$ cat config.mk
export PLATFORM = sky130hd
export DESIGN_NAME = cmvt_top
export DESIGN_NICKNAME = d
export VERILOG_FILES = /design/src/verilog/cmvt_pkg.sv /design/src/verilog/cmvt_top.sv /design/src/verilog/cmvt_vec_fetch.sv
export VERILOG_INCLUDE_DIRS = /design/src /design/src/verilog
export SDC_FILE = /design/constraint.sdc
export NUM_CORES = 1
export LEC_CHECK = 0
export BUFFER_PORTS_ARGS = -buffer_cell sky130_fd_sc_hd__buf_4
export CAP_MARGIN = 10
export CORE_MARGIN = 2
export CORE_UTILIZATION = 30
export DETAILED_ROUTE_END_ITERATION = 7
export GPL_ROUTABILITY_DRIVEN = 0
export GPL_TIMING_DRIVEN = 0
export PLACE_DENSITY = 0.52
export SLEW_MARGIN = 5
export SYNTH_ARGS = -nofsm -noshare
export SYNTH_HDL_FRONTEND = slang
export SYNTH_SLANG_ARGS = --single-unit
$ cat constraint.sdc
create_clock -name clk_i -period 1.6 [get_ports clk_i]
set_input_delay 0.08 -clock clk_i [delete_from_list [all_inputs] [get_ports clk_i]]
set_output_delay 0.08 -clock clk_i [all_outputs]
set_load 0.02 [all_outputs]
$ cat src/verilog/cmvt_params.svh
// Function
// RULE_01 - bit 3 selects mode, 1 legacy
// RULE_02 - reset sets mode bit to legacy
// RULE_03 - low bits pick stack bank 0/1
// RULE_04 - written by 4-bit op, bit2 zero
// RULE_05 - call pushes 2 or 3 bytes
// RULE_06 - long branch/call only in extended mode
// RULE_07 - call cycle counts depend on mode
// RULE_08 - reset vector at 0000h-0001h, flags+address
// RULE_09 - interrupt vectors 0002h-000dh in order
// RULE_10 - table-indirect entries at 0020h-007fh
// RULE_11 - indexed branches replace low 8 pc bits
// RULE_12 - mode change affects later calls
`ifndef CMVT_PARAMS_SVH
`define CMVT_PARAMS_SVH
`define CMVT_SMS_ADDR 12'hf84
`define CMVT_SMS_RESET 4'h8
`define CMVT_MODE_BIT 3
`define CMVT_RSVD_BIT 2
`define CMVT_RESET_VEC 13'h0000
`define CMVT_IRQ_VEC_BASE 13'h0002
`define CMVT_TABLE_INDIRECT_INSTR_BASE 13'h0020
`define CMVT_TABLE_INDIRECT_INSTR_LAST 13'h007f
`define CMVT_MBE_BIT 7
`define CMVT_RBE_BIT 6
`define CMVT_PUSH_LEGACY 2'h2
`define CMVT_PUSH_EXT 2'h3
`define CMVT_LONG_ABSOLUTE_CALL_CYC_LEG 3'h3
`define CMVT_LONG_ABSOLUTE_CALL_CYC_EXT 3'h4
`define CMVT_FAST_CALL_CYC_LEG 3'h2
`define CMVT_FAST_CALL_CYC_EXT 3'h3
`endif

$ cat src/verilog/cmvt_pkg.sv
`default_nettype none
package cmvt_pkg;
   // call kinds the sequencer can be asked to time
   typedef enum logic [1:0] {
      cmvt_call_abs,
      cmvt_call_fast,
      cmvt_call_long
   } cmvt_call_type;
   // vector source, interrupt order follows slot order
   typedef enum logic [2:0] {
      cmvt_src_timer_ext,
      cmvt_src_ext_a,
      cmvt_src_ext_b,
      cmvt_src_serial,
      cmvt_src_timer_a,
      cmvt_src_timer_b
   } cmvt_irq_type;
   // result of a vector fetch
   typedef struct packed {
      logic memory_bank_enable_flag;
      logic register_bank_enable_flag;
      logic [12:0] start_addr;
   } cmvt_vector_type;
endpackage : cmvt_pkg
`default_nettype wire

$ cat src/verilog/cmvt_top.sv
`timescale 1ns/1ps
`default_nettype none
`include "cmvt_params.svh"
// mode register, call timing, vector and table address control
// the mode register sits at one data memory address and reads back
// combinationally, so a read needs no wait state
// calls are timed by a down counter loaded at the taking edge; the mode
// is sampled there, so a write during a call only affects the next one
// the vector fetcher is shared by the reset slot and all interrupt slots;
// an interrupt request is only taken while no fetch is running
// limitation: requests before the reset vector is fetched are ignored
module cmvt_top (
   input wire logic clk_i,
   input wire logic reset_n_i,
   // 4-bit data memory write/read port
   input wire logic mem_wr_i,
   input wire logic [11:0] mem_addr_i,
   input wire logic [3:0] mem_wdata_i,
   output logic [3:0] mem_rdata_o,
   // call request
   input wire logic call_req_i,
   input wire cmvt_pkg::cmvt_call_type call_kind_i,
   output logic call_busy_o,
   output logic call_done_o,
   output logic call_refused_o,
   output logic [1:0] push_bytes_o,
   output logic [2:0] call_cycles_o,
   // long branch legality query
   input wire logic long_branch_i,
   output logic long_branch_ok_o,
   // vector request
   input wire logic irq_req_i,
   input wire cmvt_pkg::cmvt_irq_type irq_src_i,
   input wire logic [7:0] rom_data_i,
   output logic [12:0] rom_addr_o,
   output logic vec_valid_o,
   output cmvt_pkg::cmvt_vector_type vec_o,
   // table-indirect
   input wire logic [5:0] table_indirect_instr_index_i,
   output logic [12:0] table_indirect_instr_addr_o,
   // indexed branch
   input wire logic idx_branch_i,
   input wire logic [12:0] pc_i,
   input wire logic [7:0] idx_i,
   output logic [12:0] idx_pc_o,
   // status
   output logic extended_mode_o,
   output logic stack_bank_o
);
   // top-level sequencing: the reset vector is fetched before anything runs
   typedef enum logic [1:0] {
      cmvt_boot, // first edge after reset: kick the reset vector fetch
      cmvt_boot_wait, // waiting for the fetcher to hand back the vector
      cmvt_run // normal operation, register writes and calls accepted
   } cmvt_state_type;
   // every register of this block lives in one struct
   typedef struct packed {
      // sequencing state
      cmvt_state_type state;
      // mode register: bit 3 mode, bit 2 reserved, bit 0 stack bank
      logic [3:0] sms;
      // machine cycles still to run in the current call
      logic [2:0] cyc_left;
      // total machine cycles of the last call
      logic [2:0] cyc_total;
      // stack bytes pushed by the last call
      logic [1:0] push;
      // one-cycle pulse: call finished
      logic call_done;
      // one-cycle pulse: call refused in this mode
      logic refused;
      // one-cycle pulse: vector word valid
      logic vec_valid;
      // last fetched vector, held until the next fetch ends
      cmvt_pkg::cmvt_vector_type vec;
      // spliced target of the last indexed branch
      logic [12:0] idx_pc;
   } cmvt_type;
   cmvt_type r; // current state
   cmvt_type next_r; // value for the next edge
   logic vf_start; // one-cycle request to the vector fetcher
   logic [12:0] vf_base; // even address of the vector slot to read
   logic vf_busy; // fetcher still walking its two bytes
   logic vf_done; // fetcher result pulse
   cmvt_pkg::cmvt_vector_type vf_vec; // fetcher result word
   logic is_ext; // decoded mode, high in extended mode

   // mode bit 0 means extended [RULE_01]
   assign is_ext = ~r.sms[`CMVT_MODE_BIT];

   // vector base: reset slot or interrupt slot by source order
   // each slot is two bytes, so the source code is doubled onto the base
   always_comb begin
      // default: no request, base points at the reset slot
      vf_start = 1'b0;
      vf_base = `CMVT_RESET_VEC; // [RULE_08]
      if (r.state == cmvt_boot) begin
         // one start pulse right after reset
         vf_start = 1'b1;
      end else if (r.state == cmvt_run && irq_req_i && !vf_busy) begin
         // an interrupt request is only taken while the fetcher is idle
         vf_start = 1'b1;
         vf_base = `CMVT_IRQ_VEC_BASE + {9'h000, irq_src_i, 1'b0}; // [RULE_09]
      end
   end

   // two-byte vector fetcher; its address goes straight to program memory
   // and its result is registered again below, so vec_o follows one edge later
   cmvt_vec_fetch u_vec_fetch (
      .clk_i(clk_i),
      .reset_n_i(reset_n_i),
      .start_i(vf_start),
      .base_i(vf_base),
      .rom_data_i(rom_data_i),
      .rom_addr_o(rom_addr_o),
      .busy_o(vf_busy),
      .done_o(vf_done),
      .vec_o(vf_vec)
   );

   // next-state logic
   always_comb begin
      // hold everything, pulses drop back after one cycle
      next_r = r;
      next_r.call_done = 1'b0;
      next_r.refused = 1'b0;
      next_r.vec_valid = vf_done;
      // keep the fetched word until the next fetch ends
      if (vf_done) begin
         next_r.vec = vf_vec;
      end
      case (r.state)
         // fetcher starts this cycle, see the vector base logic
         cmvt_boot: next_r.state = cmvt_boot_wait;
         cmvt_boot_wait: begin
            // requests stay ignored until the reset vector is in
            if (vf_done) begin
               next_r.state = cmvt_run;
            end
         end
         cmvt_run: begin
            // register write; bit 2 forced to zero, bank codes 2/3 kept out
            // only bit 0 of the bank field is stored, so a prohibited code
            // folds onto bank 0 or 1 instead of pointing nowhere
            if (mem_wr_i && mem_addr_i == `CMVT_SMS_ADDR) begin // [RULE_04]
               next_r.sms = {mem_wdata_i[3], 1'b0, 1'b0, mem_wdata_i[0]}; // [RULE_03]
            end
            // call timing counter; mode sampled at call start [RULE_12]
            if (r.cyc_left != 3'h0) begin
               // call in progress: count down, pulse done on the last cycle
               next_r.cyc_left = r.cyc_left - 3'h1;
               if (r.cyc_left == 3'h1) begin
                  next_r.call_done = 1'b1;
               end
            end else if (call_req_i) begin
               // new call: push count and length follow the current mode
               // a refused call still updates both; they only mean
               // something together with a done pulse
               next_r.push = is_ext ? `CMVT_PUSH_EXT : `CMVT_PUSH_LEGACY; // [RULE_05]
               case (call_kind_i)
                  // absolute call
                  cmvt_pkg::cmvt_call_abs: begin
                     next_r.cyc_total = is_ext ? `CMVT_LONG_ABSOLUTE_CALL_CYC_EXT :
                        `CMVT_LONG_ABSOLUTE_CALL_CYC_LEG; // [RULE_07]
                  end
                  // fast call
                  cmvt_pkg::cmvt_call_fast: begin
                     next_r.cyc_total = is_ext ? `CMVT_FAST_CALL_CYC_EXT :
                        `CMVT_FAST_CALL_CYC_LEG; // [RULE_07]
                  end
                  // long call exists only in extended mode, timed like abs there
                  default: begin
                     next_r.cyc_total = `CMVT_LONG_ABSOLUTE_CALL_CYC_EXT;
                  end
               endcase
               if (call_kind_i == cmvt_pkg::cmvt_call_long && !is_ext) begin
                  // no counter load, so busy never rises for it
                  next_r.refused = 1'b1; // [RULE_06]
               end else begin
                  next_r.cyc_left = next_r.cyc_total;
               end
            end
            // indexed branch keeps upper pc bits
            if (idx_branch_i) begin
               next_r.idx_pc = {pc_i[12:8], idx_i}; // [RULE_11]
            end
         end
         // unused code: restart the boot sequence
         default: next_r.state = cmvt_boot;
      endcase
   end

   // state register; reset lands in legacy mode
   // the whole struct clears, then the mode register takes its reset code
   always_ff @(posedge clk_i or negedge reset_n_i) begin
      if (!reset_n_i) begin
         r <= '0;
         r.sms <= `CMVT_SMS_RESET; // [RULE_02]
      end else begin
         r <= next_r;
      end
   end

   // register read is combinational; other addresses read as zero
   assign mem_rdata_o = (mem_addr_i == `CMVT_SMS_ADDR) ? r.sms : 4'h0;
   // busy is a straight decode of the counter, no extra flop
   assign call_busy_o = (r.cyc_left != 3'h0);
   assign call_done_o = r.call_done;
   assign call_refused_o = r.refused;
   // push count and length stand until the next call
   assign push_bytes_o = r.push;
   assign call_cycles_o = r.cyc_total;
   // query answered in the same cycle
   assign long_branch_ok_o = long_branch_i & is_ext; // [RULE_06]
   // vector pulse and held word
   assign vec_valid_o = r.vec_valid;
   assign vec_o = r.vec;
   // table entries two bytes each from the table base [RULE_10]
   // an index of 48 or more runs past the table end; callers keep below it
   assign table_indirect_instr_addr_o = `CMVT_TABLE_INDIRECT_INSTR_BASE + {6'h00, table_indirect_instr_index_i, 1'b0};
   // registered indexed branch target
   assign idx_pc_o = r.idx_pc;
   // status for the rest of the cpu
   assign extended_mode_o = is_ext;
   assign stack_bank_o = r.sms[0]; // [RULE_03]
endmodule : cmvt_top
`default_nettype wire

$ cat src/verilog/cmvt_vec_fetch.sv
`timescale 1ns/1ps
`default_nettype none
`include "cmvt_params.svh"
// two-byte vector fetcher: high byte at even address, low byte next
module cmvt_vec_fetch (
   input wire logic clk_i,
   input wire logic reset_n_i,
   input wire logic start_i,
   input wire logic [12:0] base_i,
   input wire logic [7:0] rom_data_i,
   output logic [12:0] rom_addr_o,
   output logic busy_o,
   output logic done_o,
   output cmvt_pkg::cmvt_vector_type vec_o
);
   typedef enum logic [1:0] {
      cmvt_vf_idle,
      cmvt_vf_high,
      cmvt_vf_low
   } cmvt_vf_state_type;
   typedef struct packed {
      cmvt_vf_state_type state;
      logic [12:0] addr;
      logic [7:0] high;
      logic done;
      cmvt_pkg::cmvt_vector_type vec;
   } cmvt_vf_type;
   cmvt_vf_type r;
   cmvt_vf_type next_r;

   // rom answers in the same cycle in which the address is presented
   always_comb begin
      next_r = r;
      next_r.done = 1'b0;
      case (r.state)
         cmvt_vf_idle: begin
            if (start_i) begin
               next_r.addr = base_i;
               next_r.state = cmvt_vf_high;
            end
         end
         cmvt_vf_high: begin
            // flags sit in the high byte [RULE_08]
            next_r.high = rom_data_i;
            next_r.addr = r.addr + 13'h0001;
            next_r.state = cmvt_vf_low;
         end
         cmvt_vf_low: begin
            next_r.vec.memory_bank_enable_flag = r.high[`CMVT_MBE_BIT]; // [RULE_08]
            next_r.vec.register_bank_enable_flag = r.high[`CMVT_RBE_BIT]; // [RULE_08]
            next_r.vec.start_addr = {r.high[4:0], rom_data_i};
            next_r.done = 1'b1;
            next_r.state = cmvt_vf_idle;
         end
         default: next_r.state = cmvt_vf_idle;
      endcase
   end

   // state register
   always_ff @(posedge clk_i or negedge reset_n_i) begin
      if (!reset_n_i) begin
         r <= '0;
      end else begin
         r <= next_r;
      end
   end

   assign rom_addr_o = r.addr;
   assign busy_o = (r.state != cmvt_vf_idle);
   assign done_o = r.done;
   assign vec_o = r.vec;
endmodule : cmvt_vec_fetch
`default_nettype wire

Word-level counts from Yosys, hierarchy flattened. Index checks and enable logic that the tools add are counted.

Logic and storage cells: 80. Output and inout port bits: 70. Bits of input ports: 63. Register bits: 82.

Reductions and logical operators: 18. Bitwise logic cells: 4. Equal/unequal tests: 11. Muxes and demuxes: 24. $add $sub $neg: 4.

Operators by type and width (number): 13-bit case mux with 2 select lines (1); 16-bit 2-to-1 mux (1); 15-bit 2-to-1 mux (1); 13-bit by 1-bit adder with 13-bit output (second input constant) (1); 13-bit 2-to-1 mux (1); 12-bit == test (second input constant) (1); 1-bit 2-to-1 mux (9); 3-bit 2-to-1 mux (3); 6-bit by 7-bit adder with 8-bit output (first input constant) (1); 8-bit 2-to-1 mux (1); 2-bit AND reduction (4); 2-bit by 1-bit == test with 1-bit output (second input constant) (3); 2-bit == test (second input constant) (3); 2-bit logical NOT (3); 2-bit case mux with 3 select lines (1); 3-bit case mux with 2 select lines (1); 3-bit AND reduction (2); 2-bit nonzero test (3); 2-bit by 4-bit adder with 5-bit output (first input constant) (1); 5-bit 2-to-1 mux (1); 1-bit logical AND (4); 2-bit 2-to-1 mux (2); 4-bit 2-to-1 mux (1); 2-bit by 1-bit != test with 1-bit output (second input constant) (2); 8 further kinds (10).

Depth between registers and ports, before layout.
Depth after elaboration: 7. Depth in mapped cells: 7. Gate-level depth less buffers: 7.

Cells and area by module. Synthesis repeated with hierarchy kept, for this count alone.

Cells, all modules: 371. Area, all modules: 4310.4 um^2.

Modules (own cells, without submodules): cmvt_top (area an instance 2244.7 um^2, times used 1, cells an instance 192); cmvt_vec_fetch (area an instance 2065.7 um^2, times used 1, cells an instance 179).

Least setup slack after synthesis. OpenSTA, ideal clock, no wires.

Path kind: reg2out. From: register r[42] (netlist name). To: output port mem_rdata_o[3]. Buffers on the path: 1. Arrival time: 1637 ps. Cell stages (with the launch flop): 4. Setup slack: -117 ps. Path through: dfstp_2 -> clkbuf_1 -> inv_1 -> nor4_1.

Cells in the longest elaborated chain, start to end: 1.

Ends and longest elaborated chain: from (decl) (line cmvt_top.sv:79) `cmvt_type r;`; from (signal assigned) (line cmvt_top.sv:200) `r <= next_r;`; 4-bit 2-to-1 mux (line cmvt_top.sv:205) `` assign mem_rdata_o = (mem_addr_i == `CMVT_SMS_ADDR) ? r.sms : 4'h0; ``; to (decl) (line cmvt_top.sv:19) `output logic [3:0] mem_rdata_o,`.

Every way passes these cells.

Worst setup path after layout.
From: register r[36] (netlist name). To: output port call_busy_o.

Cells in the longest elaborated chain, start to end: 1.

Ends and longest elaborated chain: 3-bit nonzero test (line cmvt_top.sv:207) `assign call_busy_o = (r.cyc_left != 3'h0);`; to (decl) (line cmvt_top.sv:23) `output logic call_busy_o,`.

Every way passes these cells.

==> results_dict.tcl <==
set metrics [dict create \
    finalCritPeriodShare_pct 94.5 \
    slew_viol_final 0 \
    synth_flop_cell "dfrtp_1" \
    endpoint "call_busy_o" \
    required_ns 1.52 \
    crit_start "r[36]" \
    hold_violations 0 \
    path_class "reg -> out" \
    core_area_um2 12700 \
    cts_buffers 9 \
    drt-initial-drc-count 108 \
    via_per_inst 4.37 \
    fmax_ghz 0.662 \
    critical_path_arrival_ns 1.43 \
    syn-mean-instance-area_um2 11.4 \
    grt_overflow 0 \
    track_usage_pct 12.8 \
    synth_top_area_share_pct 51.4 \
    cts-root-buf "clkbuf_16" \
    fp.dieW_um 118 \
    drt-pass1-iter-count 4 \
    cp_max_fo 6 \
    n_antenna_cell 0 \
    num_io_pins 133 \
    synthAdderAreaFrac_pct 1.93 \
    start_util_pct 30.7 \
    grt_max_degree 82 \
    grt_first_pass_wirelength_um 14200 \
    synthMuxAreaShare_pct 13.6 \
    status "finished, final reports clean" \
    maxSlewHeadroom_pct 31.3 \
    intPower_uw 5550 \
    critPathLaunchType "flop" \
    ant_nets 0 \
    antenna_found_initial 0 \
    final_common_cell "buf_4" \
    reg2reg_from "r[43]" \
    hpwl_um 5660 \
    power.leakage_uw 0.00265 \
    switchingPower_uw 2380 \
    synth_edf_count 0 \
    synth_top_cell_by_area "dfrtp_1" \
    final.setup.tns_ns 0 \
    synth_top_family_by_area "buffers and inverters" \
    r2r_slack_ns 0.09 \
    sequentialPowerShare_pct 37.9 \
    die-area_um2 13900 \
    routedWlPerCell_um 12.3 \
    vias 2917 \
    synth_area_leaders "dfrtp_1 51%, mux2_2 14%, buf_4 11%" \
    drive_gt1_share_pct 51.3 \
    portBuffers 110 \
    finalSetupViolations 0 \
    clk_pin_slew_ns 0.06 \
    maxCapViolations 0 \
    combPwrFrac_pct 34.6 \
    synth-async-reset-ratio_pct 100 \
    cp-end-kind "output port" \
    final_cell_mix "171 x buf_4, 79 x dfrtp_1, 47 x mux2_2" \
    ys_seq_elements 81 \
    syn_inst 343 \
    clock_skew_ns 0.00610 \
    grt_pass1_vias 2970 \
    swShare_pct 30.0 \
    fin_nets 561 \
    clk_latency_ns 0.34 \
    yosysUniqueCellTypes 44 \
    drt-total-wl_um 8190 \
    die_height_um 118 \
    synth_compound_area_share_pct 7.68 \
    rsz0062_at_grt "yes" \
    worst_pin_slew_ns 1.03 \
    n_fill_cell 1234 \
    cts.path.max_buffers 2 \
    syn_to_final_growth_pct 42.4 \
    row_count 41 \
    finalPower_uw 7930 \
    synth-xor-area-share_pct 0.450 \
    drcViolationCount 0 \
    post-route-min-period_ns 1.51 \
    h-tree-depth 3 \
    power.share.clock_pct 27.5 \
    cts_tree "built" \
    r2r-end "stack_bank_o" \
    syn_area_um2 3890 \
    hold_class "in -> reg" \
    ys_warn_count 0 \
    powerDensity_nw_per_um2 1430 \
    seq_area_frac_synth_pct 52.1 \
    reg2reg_depth 4 \
    irDropWorstVdd_mv 0.737 \
    numClockSinks 81 \
    synth-simple-area-share_pct 10.6 \
]
-- synthesized netlist by cell type (2+ instances only) --
| cell | count |
|---|---|
| a21oi_1 | 9 |
| a31oi_1 | 4 |
| and3_1 | 2 |
| and4_1 | 2 |
| buf_2 | 7 |
| buf_4 | 58 |
| clkbuf_1 | 6 |
| dfrtp_1 | 80 |
| ha_1 | 6 |
| inv_1 | 9 |
| mux2_2 | 47 |
| nand2_1 | 34 |
| nand2b_1 | 8 |
| nand3_1 | 6 |
| nand4_1 | 6 |
| nor2_1 | 3 |
| nor2b_1 | 4 |
| nor4_1 | 3 |
| o211ai_1 | 4 |
| o21ai_0 | 20 |
| xor2_1 | 2 |
-- critical path, cell delays in order (launching register included) --
cell and delay, ns:
dfrtp_1 0.39, inv_2 0.09, ha_1 0.17, nor2b_4 0.22, inv_2 0.08, buf_4 0.16
-- stage by stage --
stage	std cells	utilization [%]	hold WS (ns)	setup WS (ns)	cell area, um^2
final	667	43.8	0.0413	0.0887	5550
after global routing	667	43.8	0.0545	-0.00968	5550
after CTS	669	43.7	0.0229	0.00229	5540
after detailed placement	632	39.2	0.288	-0.187	4970
after global placement	632	39.2	0.286	-0.162	4970
after floorplan	350	-	-0.216	0.0211	3930
-- flip-flops by register name, summed over array words and instances (netlist names) --
signal	flops
u_vec_fetch.r	9
idx_pc_o	13
u_vec_fetch.done_o	1
stack_bank_o	1
vec_o	15
r	6
u_vec_fetch.vec_o	15
call_cycles_o	3
call_done_o	1
call_refused_o	1
u_vec_fetch.rom_addr_o	13
push_bytes_o	2
vec_valid_o	1
-- per-layer routing --
layer | share of wire (%) | routed length [um] | global-route usage, %
met2 | 50 | 4060 | 21.0
met4 | 1.7 | 142 | 5.65
met1 | 44 | 3580 | 15.5
met5 | 0 | 0 | 0
met3 | 5.0 | 413 | 3.73
-- power by group through the flow --
stage                     clock network (uW)  registers [uW]  logic, uW
final                                   2180            3010       2740
after global placement                     0            3010       2680
after detailed placement                   0            3030       2710
after CTS                               2270            3010       2790
after global routing                    2350            3120       2970
after floorplan                            0            2940       1840
-- what timing repair did --
| item | in CTS | in global routing |
|---|---|---|
| hold buffers | 24 | 0 |
| endpoints found under the setup margin | 22 | 43 |
| buffers inserted | 0 | 1 |
| hold endpoints to repair | 110 | 0 |
| pin swaps | 0 | 0 |
| resized for setup | 8 | 15 |
| cloned | 0 | 0 |
-- layout make-up --
class	instances	area (um^2)	share of cell area, %
inverter	10	40.0	0.722
buffer	67	488	8.80
timing repair buffer	135	1070	19.4
multi-input combinational	188	1390	25.1
clock inverter	5	82.6	1.49
tap	172	215	3.88
sequential	81	2030	36.6
clock buffer	9	225	4.06
-- cells by family (layout without fill, tap and decap cells) --
family                     count (synthesis)  after routing
AOI/OAI and AO/OA                         49             49
and+or+nand+nor                           76             76
DFF                                       81             81
muxes                                     47             47
buffers and inverters                     81            226
other                                      1              8
xor gates and xnor gates                   2              2
adders and majority gates                  6              6
-- worst min-delay path by stage --
stage,startpoint,cells after the start,slack (ns),to
finish,call_kind_i[1],3,0.04,call_refused_o
global route,call_kind_i[1],3,0.05,call_refused_o
CTS,call_kind_i[1],3,0.02,call_refused_o
detailed placement,rom_data_i[2],3,0.29,u_vec_fetch.r[18]
global placement,rom_data_i[2],3,0.29,u_vec_fetch.r[18]
floorplan,reset_n_i,0,-0.22,call_cycles_o[0]
Note: power is estimated with default switching activity, not from simulation.
